--- src/verilog/id_readout_pkg.sv ---
// package: opcodes, identity defaults, carrier structs for the id read-out block
package id_readout_pkg;

    // ----------------------------------------------------------------
    // opcodes
    // ----------------------------------------------------------------
    localparam logic [7:0] OP_STD_ID     = 8'h9F;
    localparam logic [7:0] OP_LEGACY_A   = 8'h90;
    localparam logic [7:0] OP_LEGACY_B   = 8'hAB;
    localparam logic [7:0] OP_NOP        = 8'h00;
    // signature read opcode: arbitrary value, identity of this core
    localparam logic [7:0] OP_SIGNATURE  = 8'hA5;

    // ----------------------------------------------------------------
    // identity codes (all values arbitrary and neutral)
    // ----------------------------------------------------------------
    localparam logic [7:0] MANUF_CODE_DEF  = 8'h5A;
    localparam logic [7:0] MEM_TYPE_DEF    = 8'h31;
    localparam logic [7:0] CAPACITY_DEF    = 8'h42;
    localparam logic [7:0] LEGACY_DEV_DEF  = 8'h63;
    localparam logic [7:0] SIGNATURE_DEF   = 8'h77;

    // ----------------------------------------------------------------
    // field sizes and reset values
    // ----------------------------------------------------------------
    localparam int         BYTE_BITS     = 8;
    localparam int         ADDR_BITS     = 24;
    localparam logic [4:0] ADDR_CNT_RST  = 5'h00;
    localparam logic [1:0] BYTE_IDX_RST  = 2'h0;

    // ----------------------------------------------------------------
    // carrier structs and command phase enum
    // ----------------------------------------------------------------
    typedef struct packed {
        logic cs_n;
        logic sck;
        logic si;
    } spi_in_s;

    typedef struct packed {
        logic rise;
        logic fall;
        logic active;
        logic start;
    } spi_ev_s;

    typedef enum logic [2:0] {
        ST_IDLE,
        ST_OPCODE,
        ST_ADDR,
        ST_STD_OUT,
        ST_LEG_OUT,
        ST_SIG_OUT,
        ST_IGNORE
    } phase_e;

endpackage

--- src/verilog/serial_flash_id_readout.sv ---
// identification read-out command interpreter of a serial flash
`timescale 1ns/10ps
`default_nettype none
module serial_flash_id_readout
    import id_readout_pkg::*;
#(
    parameter logic [7:0] MANUF_CODE = MANUF_CODE_DEF,  // arbitrary value
    parameter logic [7:0] MEM_TYPE   = MEM_TYPE_DEF,    // arbitrary value
    parameter logic [7:0] CAPACITY   = CAPACITY_DEF,    // arbitrary value
    parameter logic [7:0] LEGACY_DEV = LEGACY_DEV_DEF,  // arbitrary value
    parameter logic [7:0] SIGNATURE  = SIGNATURE_DEF    // arbitrary value
)(
    input  wire logic clock,
    input  wire logic nrst,
    input  wire logic cs_n,
    input  wire logic sck,
    input  wire logic si,
    input  wire logic array_busy,
    output var  logic so,
    output var  logic so_oe,
    output var  logic id_cmd_seen
);

    // ----------------------------------------------------------------
    // pin sampling
    // ----------------------------------------------------------------
    spi_in_s pins;
    spi_in_s level;
    spi_ev_s ev;

    assign pins = '{cs_n: cs_n, sck: sck, si: si};

    spi_pin_sync u_sync (
        .clock (clock),
        .nrst  (nrst),
        .pins  (pins),
        .level (level),
        .ev    (ev)
    );

    // busy comes from the array controller on this clock
    logic busy_q;

    always_ff @(posedge clock) begin
        if (!nrst) begin
            busy_q <= 1'b0;
        end else begin
            busy_q <= array_busy;
        end
    end

    // ----------------------------------------------------------------
    // state
    // ----------------------------------------------------------------
    phase_e     phase_q;
    logic [7:0] shift_in_q;
    logic [2:0] bit_cnt_q;
    logic [4:0] addr_cnt_q;
    logic       addr_lsb_q;
    logic [1:0] byte_idx_q;
    logic [7:0] out_q;
    logic [2:0] out_bit_q;
    logic       legacy_sel_q;
    logic       so_q;
    logic       so_oe_q;
    logic       seen_q;

    logic [7:0] opcode_next;
    logic       byte_done;
    assign opcode_next = {shift_in_q[6:0], level.si};
    assign byte_done   = (bit_cnt_q == 3'd7);

    // byte to present for the standard id read, by byte index
    function automatic logic [7:0] std_byte(input logic [1:0] idx);
        unique case (idx)
            2'd0:    std_byte = MANUF_CODE;
            2'd1:    std_byte = MEM_TYPE;
            default: std_byte = CAPACITY;
        endcase
    endfunction

    // ----------------------------------------------------------------
    // command phase sequencing
    // ----------------------------------------------------------------
    always_ff @(posedge clock) begin
        if (!nrst) begin
            phase_q    <= ST_IDLE;
            bit_cnt_q  <= 3'd0;
            shift_in_q <= 8'h00;
            addr_cnt_q <= ADDR_CNT_RST;
            addr_lsb_q <= 1'b0;
        end else if (!ev.active) begin
            phase_q   <= ST_IDLE;
            bit_cnt_q <= 3'd0;
        end else if (ev.start || phase_q == ST_IDLE) begin
            phase_q    <= ST_OPCODE;
            bit_cnt_q  <= 3'd0;
            addr_cnt_q <= ADDR_CNT_RST;
        end else if (ev.rise) begin
            shift_in_q <= opcode_next;
            bit_cnt_q  <= bit_cnt_q + 3'd1;
            unique case (phase_q)
                ST_OPCODE: begin
                    if (byte_done) begin
                        if (opcode_next == OP_STD_ID) begin
                            phase_q <= ST_STD_OUT;
                        end else if (opcode_next == OP_LEGACY_A || opcode_next == OP_LEGACY_B) begin
                            phase_q <= ST_ADDR;
                        end else if (opcode_next == OP_SIGNATURE && !busy_q) begin
                            phase_q <= ST_SIG_OUT;
                        end else begin
                            phase_q <= ST_IGNORE;
                        end
                    end
                end
                ST_ADDR: begin
                    addr_cnt_q <= addr_cnt_q + 5'd1;
                    if (addr_cnt_q == 5'(ADDR_BITS - 1)) begin
                        addr_lsb_q <= level.si;
                        phase_q    <= ST_LEG_OUT;
                    end
                end
                default: begin
                end
            endcase
        end
    end

    // ----------------------------------------------------------------
    // output shifter, loads on the first falling edge of each byte
    // ----------------------------------------------------------------
    logic out_mode;
    assign out_mode = (phase_q == ST_STD_OUT) || (phase_q == ST_LEG_OUT) || (phase_q == ST_SIG_OUT);

    logic [7:0] load_byte;
    always_comb begin
        load_byte = 8'h00;
        unique case (phase_q)
            ST_STD_OUT: load_byte = std_byte(byte_idx_q);
            ST_LEG_OUT: load_byte = (legacy_sel_q ^ addr_lsb_q) ? LEGACY_DEV : MANUF_CODE;
            ST_SIG_OUT: load_byte = SIGNATURE;
            default:    load_byte = 8'h00;
        endcase
    end

    // capacity byte repeats after the third; host ends with chip select
    always_ff @(posedge clock) begin
        if (!nrst) begin
            out_q        <= 8'h00;
            out_bit_q    <= 3'd0;
            byte_idx_q   <= BYTE_IDX_RST;
            legacy_sel_q <= 1'b0;
            so_q         <= 1'b0;
            so_oe_q      <= 1'b0;
        end else if (!out_mode) begin
            out_bit_q    <= 3'd0;
            byte_idx_q   <= BYTE_IDX_RST;
            legacy_sel_q <= 1'b0;                        // a0 lands with the phase change, so it is applied at load
            so_oe_q      <= 1'b0;
            so_q         <= 1'b0;
        end else if (ev.fall) begin
            so_oe_q <= 1'b1;
            if (out_bit_q == 3'd0) begin
                so_q  <= load_byte[7];
                out_q <= {load_byte[6:0], 1'b0};
                if (byte_idx_q != 2'd2) begin
                    byte_idx_q <= byte_idx_q + 2'd1;
                end
                legacy_sel_q <= !legacy_sel_q;
            end else begin
                so_q  <= out_q[7];
                out_q <= {out_q[6:0], 1'b0};
            end
            out_bit_q <= out_bit_q + 3'd1;
        end
    end

    // sticky marker: any identification command that reached its output phase since reset
    always_ff @(posedge clock) begin
        if (!nrst) begin
            seen_q <= 1'b0;
        end else if (out_mode) begin
            seen_q <= 1'b1;
        end
    end

    assign so          = so_q;
    assign so_oe       = so_oe_q;
    assign id_cmd_seen = seen_q;

endmodule
`default_nettype wire

--- src/verilog/spi_pin_sync.sv ---
// pin synchroniser and edge finder for chip select, serial clock and data in
`timescale 1ns/10ps
`default_nettype none
module spi_pin_sync
    import id_readout_pkg::*;
(
    input  wire logic    clock,
    input  wire logic    nrst,
    input  wire spi_in_s pins,
    output var spi_in_s  level,
    output var spi_ev_s  ev
);

    // ----------------------------------------------------------------
    // two-stage synchroniser
    // ----------------------------------------------------------------
    spi_in_s meta_q;
    spi_in_s sync_q;
    spi_in_s prev_q;

    // stage one feeds only stage two; idle level is deselected
    always_ff @(posedge clock) begin
        if (!nrst) begin
            meta_q <= '{cs_n: 1'b1, sck: 1'b0, si: 1'b0};
            sync_q <= '{cs_n: 1'b1, sck: 1'b0, si: 1'b0};
            prev_q <= '{cs_n: 1'b1, sck: 1'b0, si: 1'b0};
        end else begin
            meta_q <= pins;
            sync_q <= meta_q;
            prev_q <= sync_q;
        end
    end

    // ----------------------------------------------------------------
    // edge events on the synchronised copies
    // ----------------------------------------------------------------
    always_comb begin
        level     = sync_q;
        ev.active = !sync_q.cs_n;
        ev.start  = prev_q.cs_n && !sync_q.cs_n;
        ev.rise   = !sync_q.cs_n && !prev_q.sck && sync_q.sck;
        ev.fall   = !sync_q.cs_n && prev_q.sck && !sync_q.sck;
    end

endmodule
`default_nettype wire

--- config.mk ---
export PLATFORM = sky130hd
export DESIGN_NAME = serial_flash_id_readout
export DESIGN_NICKNAME = d
export VERILOG_FILES = /design/src/verilog/id_readout_pkg.sv /design/src/verilog/serial_flash_id_readout.sv /design/src/verilog/spi_pin_sync.sv
export SDC_FILE = /design/constraint.sdc
export NUM_CORES = 1
export LEC_CHECK = 0
export BUFFER_PORTS_ARGS = -buffer_cell sky130_fd_sc_hd__buf_2
export CORE_ASPECT_RATIO = 1.2
export CORE_MARGIN = 1.5
export CORE_UTILIZATION = 47
export CTS_BUF_LIST = sky130_fd_sc_hd__clkbuf_4 sky130_fd_sc_hd__clkbuf_8
export DETAILED_ROUTE_END_ITERATION = 8
export HOLD_SLACK_MARGIN = 0.02
export SLEW_MARGIN = 20
export SYNTH_ARGS = -nofsm -noshare
export SYNTH_HDL_FRONTEND = slang
export SYNTH_SLANG_ARGS = --single-unit
--- constraint.sdc ---
create_clock -name clock -period 2.1 [get_ports clock]
set_input_delay 0.21 -clock clock [delete_from_list [all_inputs] [get_ports clock]]
set_output_delay 0.21 -clock clock [all_outputs]
set_load 0.1 [all_outputs]
Word level (Yosys, flattened, before mapping)

Index checks and enable logic that the tools add are counted.

Register bits: 45

$add $sub $neg: 4
Equal/unequal tests: 17
Multiplexer cells: 16
Bitwise operators: 4
Reduce and logical (&&, ||, !) cells: 33

Operators by type and width:

| operator              | count |
|---|---|
| $eq A8 B8 Y1 const B  | 4 |
| $pmux W8 S3           | 1 |
| $mux W5               | 3 |
| $pmux W7 S2           | 1 |
| $mux W3               | 4 |
| $eq A3 B3 Y1 const B  | 3 |
| $reduce_and A3 Y1     | 3 |
| $mux W8               | 1 |
| $reduce_and A4 Y1     | 2 |
| $add A3 B1 Y3 const B | 2 |
| $eq A3 B2 Y1 const B  | 2 |
| $logic_and A1 B1 Y1   | 6 |
| $logic_not A3 Y1      | 2 |
| $mux W6               | 1 |
| $ne A2 B2 Y1 const B  | 3 |
| $ne A3 B3 Y1 const B  | 2 |
| $pmux W3 S2           | 1 |
| $reduce_and A2 Y1     | 3 |
| $reduce_bool A2 Y1    | 3 |
| $add A5 B1 Y5 const B | 1 |
| $eq A5 B5 Y1 const B  | 1 |
| $logic_not A1 Y1      | 5 |
| $reduce_and A5 Y1     | 1 |
| $logic_or A1 B1 Y1    | 4 |
| 11 further kinds      | 15 |

Longest topological paths before layout

Word-level depth: 9
Depth in mapped cells: 7

Hierarchy

A second synthesis with hierarchy kept.

Cell total of the unflattened synthesis: 228
Area total of the unflattened synthesis: 2128.3 sq um

By module, submodules not included:

| module                  | times used | cells each | area each (sq um) |
|---|---|---|---|
| serial_flash_id_readout | 1          | 208        | 1893.1 |
| spi_pin_sync            | 1          | 20         | 235.2 |

Worst setup path before layout

OpenSTA, ideal clock, no wires.

Path type: register -> register
From: register u_sync.sync_q (netlist bit u_sync.level[2])
To: register out_q[5]
Arrival: 1414 ps
Required time: 2027 ps
Path slack: 613 ps
Cell stages (with the launch flop): 8
Path buffers: 3
Period minus slack after synthesis: 1487 ps
Path through: dfxtp_1 > buf_6 > or3b_1 > buf_6 > a21oi_4 > buf_6 > o211ai_4 > o22ai_2

Longest elaborated chain between the ends: 4

Ends and longest elaborated chain:

| what                               | line                           | source |
|---|---|---|
| start: declaration                 | spi_pin_sync.sv:18             | `spi_in_s sync_q;` |
| start signal: assignment           | spi_pin_sync.sv:25             | `sync_q <= '{cs_n: 1'b1, sck: 1'b0, si: 1'b0};` |
| start signal: assignment           | spi_pin_sync.sv:29             | `sync_q <= meta_q;` |
| $logic_not A1 Y1                   | n/a                            |  |
| $logic_and A1 B1 Y1 (2 in series)  | spi_pin_sync.sv:42             | `ev.fall = !sync_q.cs_n && prev_q.sck && !sync_q.sck;` |
| $reduce_and A2 Y1 (no source line) | n/a                            |  |
| end signal: assignment             | serial_flash_id_readout.sv:165 | `out_q <= {load_byte[6:0], 1'b0};` |
| end signal: assignment             | serial_flash_id_readout.sv:172 | `out_q <= {out_q[6:0], 1'b0};` |
| end: declaration                   | serial_flash_id_readout.sv:61  | `logic [7:0] out_q;` |

Every way passes these cells.
A chain may end at the register's enable or synchronous reset.

Worst setup path after layout

From: register u_sync.sync_q (netlist bit u_sync.level[2])
To: register out_q[4]

The elaborated chain is that of the path after synthesis.

==> insert_results.sql <==
INSERT INTO impl_metrics (metric_group, metric, value, unit) VALUES
('status', 'outcome', 'finished clean', ''),
('finish', 'final_core_util', '0.540', ''),
('synthesis', 'netlist.area_leader.share', '0.412', ''),
('synthesis', 'leading_cell_types_by_total_area_after_synthesis', 'dfxtp_1, mux2i_1, nand2_1, ha_1, nand2b_1', ''),
('finish', 'fillerInstances', '385', ''),
('placed_design', 'gp_congestion', '0.765', ''),
('finish', 'post_route_cells_drive_above_1_share', '0.133', ''),
('synthesis', 'synth_largest_area_cell', 'dfxtp_1', ''),
('clock_tree', 'cts_setup_buffers', '0', ''),
('sta', 'slew-limit-headroom', '0.587', ''),
('drt', 'number_of_vias_per_cell', '5.29', ''),
('drt', 'drc', '0', ''),
('sta', 'final.min_clock_period', '1.79', 'ns'),
('sta', 'grt_setup_unrepaired', 'false', ''),
('setup_path', 'critPathMaxStageDelay', '0.57', 'ns'),
('clock_tree', 'cts.path.max_buffers', '2', ''),
('synthesis', 'synth_enable_flop_cells', '0', ''),
('setup_path', 'crit_path_top_delay_cell', 'or3b_1', ''),
('synthesis', 'post_syn_instances', '229', ''),
('synthesis', 'yosys.cell_count.top_type', 'dfxtp_1', ''),
('setup_path', 'critPathLaunchType', 'register', ''),
('setup_path', 'reg2reg_setup_slack', '0.31', 'ns'),
('global_routing', 'grtUsageTotal', '0.169', ''),
('synthesis', 'asyncSetResetFlopFracSynth', '0', ''),
('sta', 'timing_worst_slew_pin_value', '0.613', 'ns'),
('finish', 'antenna-diode-count', '0', ''),
('finish', 'design_area', '2340', 'sq um'),
('setup_path', 'worstSetupPathType', 'reg2reg', ''),
('clock_tree', 'numCtsBuffers', '5', ''),
('global_routing', 'grt_pass1_wl', '6740', 'um'),
('hold_path', 'timing.hold.worst_path_depth', '2', ''),
('global_routing', 'grt_start_max_net_pins', '25', ''),
('floorplan', 'boundaryPins', '9', ''),
('setup_path', 'crit-reg2reg-capture', 'out_q[4]', ''),
('placed_design', 'dp.final_hpwl', '2830', 'um'),
('synthesis', 'synthesis.yosys.warnings', '0', ''),
('synthesis', 'synth_seq_area_share', '0.412', ''),
('finish', 'flow.area_growth_from_synthesis', '9.43', '%'),
('setup_path', 'largest_delay_share_family_worst_path', 'simple AND/OR/NAND/NOR gates', ''),
('drt', 'routed-via-count', '1566', ''),
('global_routing', 'grt_overflow_total', '0', ''),
('clock_tree', 'tritoncts', 'built', ''),
('drt', 'routed_wire_length_per_instance', '12.8', 'um'),
('drt', 'drt_first_pass_iters', '4', ''),
('sta', 'setup_total_negative_slack', '0', 'ns'),
('synthesis', 'synth_ff_type', 'dfxtp_1', ''),
('sta', 'finalHoldViolations', '0', ''),
('setup_path', 'endpoint_kind', 'register', ''),
('power_and_ir_drop', 'static_leakage_power', '0.817', 'nW'),
('floorplan', 'die_height', '76.9', 'um'),
('power_and_ir_drop', 'total_power', '1.52', 'mW'),
('synthesis', 'ys_types', '50', ''),
('global_routing', 'via_count_of_the_first_global_routing_pass', '1533', ''),
('hold_path', 'min_from', 'cs_n', ''),
('setup_path', 'critPathArrivalTime', '1.98', 'ns'),
('clock_tree', 'cts.htree.levels', '2', ''),
('clock_tree', 'post_cts_resize_count', '0', ''),
('clock_tree', 'post_cts_hold_buffer_count', '0', ''),
('synthesis', 'syn_avg_cell_area', '9.33', 'sq um'),
('floorplan', 'floorplan.core_area', '4330', 'sq um'),
('floorplan', 'start_util', '0.494', ''),
('power_and_ir_drop', 'vdd_drop_max', '0.719', 'mV'),
('drt', 'number_of_design_rule_violations_left_by_the_first_detailed_router_iteration', '99', ''),
('clock_tree', 'clock_tree.root_cell', 'clkbuf_8', ''),
('floorplan', 'die_area', '4960', 'sq um'),
('synthesis', 'synth.ff_latch_count', '44', ''),
('synthesis', 'synth.net_count', '243', ''),
('sta', 'fin_skew', '0.00548', 'ns'),
('drt', 'final_antenna_net_count', '0', ''),
('synthesis', 'synth_area', '2140', 'sq um'),
('hold_path', 'worst_hold_path.endpoint', 'u_sync.meta_q[2]', '');
## report_power, final
part	total (mW)	switching, mW	internal, mW
registers	0.850	0.00816	0.841
logic	0.0370	0.0211	0.0159
clock network	0.633	0.267	0.366
total	1.52	0.297	1.22
## through the flow
stage / cells / hold WS (ns) / setup slack, ns
after global routing: 296 / 0.100 / 0.186
after CTS: 296 / 0.0791 / 0.301
final: 296 / 0.0915 / 0.313
after global placement: 288 / 0.394 / 0.379
after floorplan: 229 / 0.311 / 0.613
after detailed placement: 288 / 0.395 / 0.321
## logic make-up after synthesis
group,Yosys count,share of synthesized area
AOI/OAI and AO/OA,35,0.125
xor gates and xnor gates,5,0.0205
DFF,44,0.412
buffers and inverters,17,0.0410
muxes,14,0.0656
and+or+nand+nor,106,0.289
adders and majority gates,8,0.0468
## cells in the final DEF (no fill, tap or decap), drive strengths merged, types with 2 or more instances in the layout
cell	synthesis	final
a211oi	3	3
a21oi	11	11
and2	6	6
and4b	2	2
buf	4	14
clkbuf	7	6
dfxtp	44	44
ha	8	8
inv	6	6
mux2i	14	14
nand2	31	31
nand2b	12	12
nand3	3	3
nand3b	4	4
nand4	2	2
nand4b	2	2
nor2	18	18
nor2b	8	8
nor3	2	2
nor3b	6	6
nor4	2	2
o211ai	4	4
o21ai	6	6
o22ai	4	4
or3b	2	2
xnor2	4	4
## final cells by class
class / instances / area share
inverter: 6 / 0.00963
clock inverter: 2 / 0.0150
clock buffer: 6 / 0.0326
sequential: 44 / 0.377
timing repair buffer: 14 / 0.0364
tap: 56 / 0.0300
multi-input combinational: 168 / 0.500
## layer usage
| metal | global-route usage | up-vias | share of wire |
|---|---|---|---|
| li1 | - | 815 | - |
| met1 | 0.192 | 726 | 0.45 |
| met2 | 0.297 | 17 | 0.50 |
| met3 | 0.0425 | 8 | 0.023 |
| met4 | 0.0723 | 0 | 0.022 |
| met5 | 0 | - | 0 |
## sequential cells by signal, indices dropped and copies added, names as in the netlist
name,cells
addr_cnt_q,5
legacy_sel_q,1
shift_in_q,7
addr_lsb_q,1
busy_q,1
u_sync.level,3
bit_cnt_q,3
u_sync.prev_q,2
out_q,7
byte_idx_q,2
so_oe,1
so,1
out_bit_q,3
id_cmd_seen,1
phase_q,3
u_sync.meta_q,3
## worst max-delay path by stage
stage | start | end | slack [ns] | cells after the start
2_1_floorplan | u_sync.level[2] | out_q[5] | 0.61 | 7
3_3_place_gp | u_sync.level[2] | out_q[4] | 0.38 | 4
3_5_place_dp | u_sync.level[2] | out_q[3] | 0.32 | 4
4_1_cts | u_sync.level[2] | out_q[4] | 0.30 | 4
5_1_grt | u_sync.level[2] | out_q[3] | 0.19 | 4
6_report | u_sync.level[2] | out_q[4] | 0.31 | 4
(Power assumes the default switching activity.)
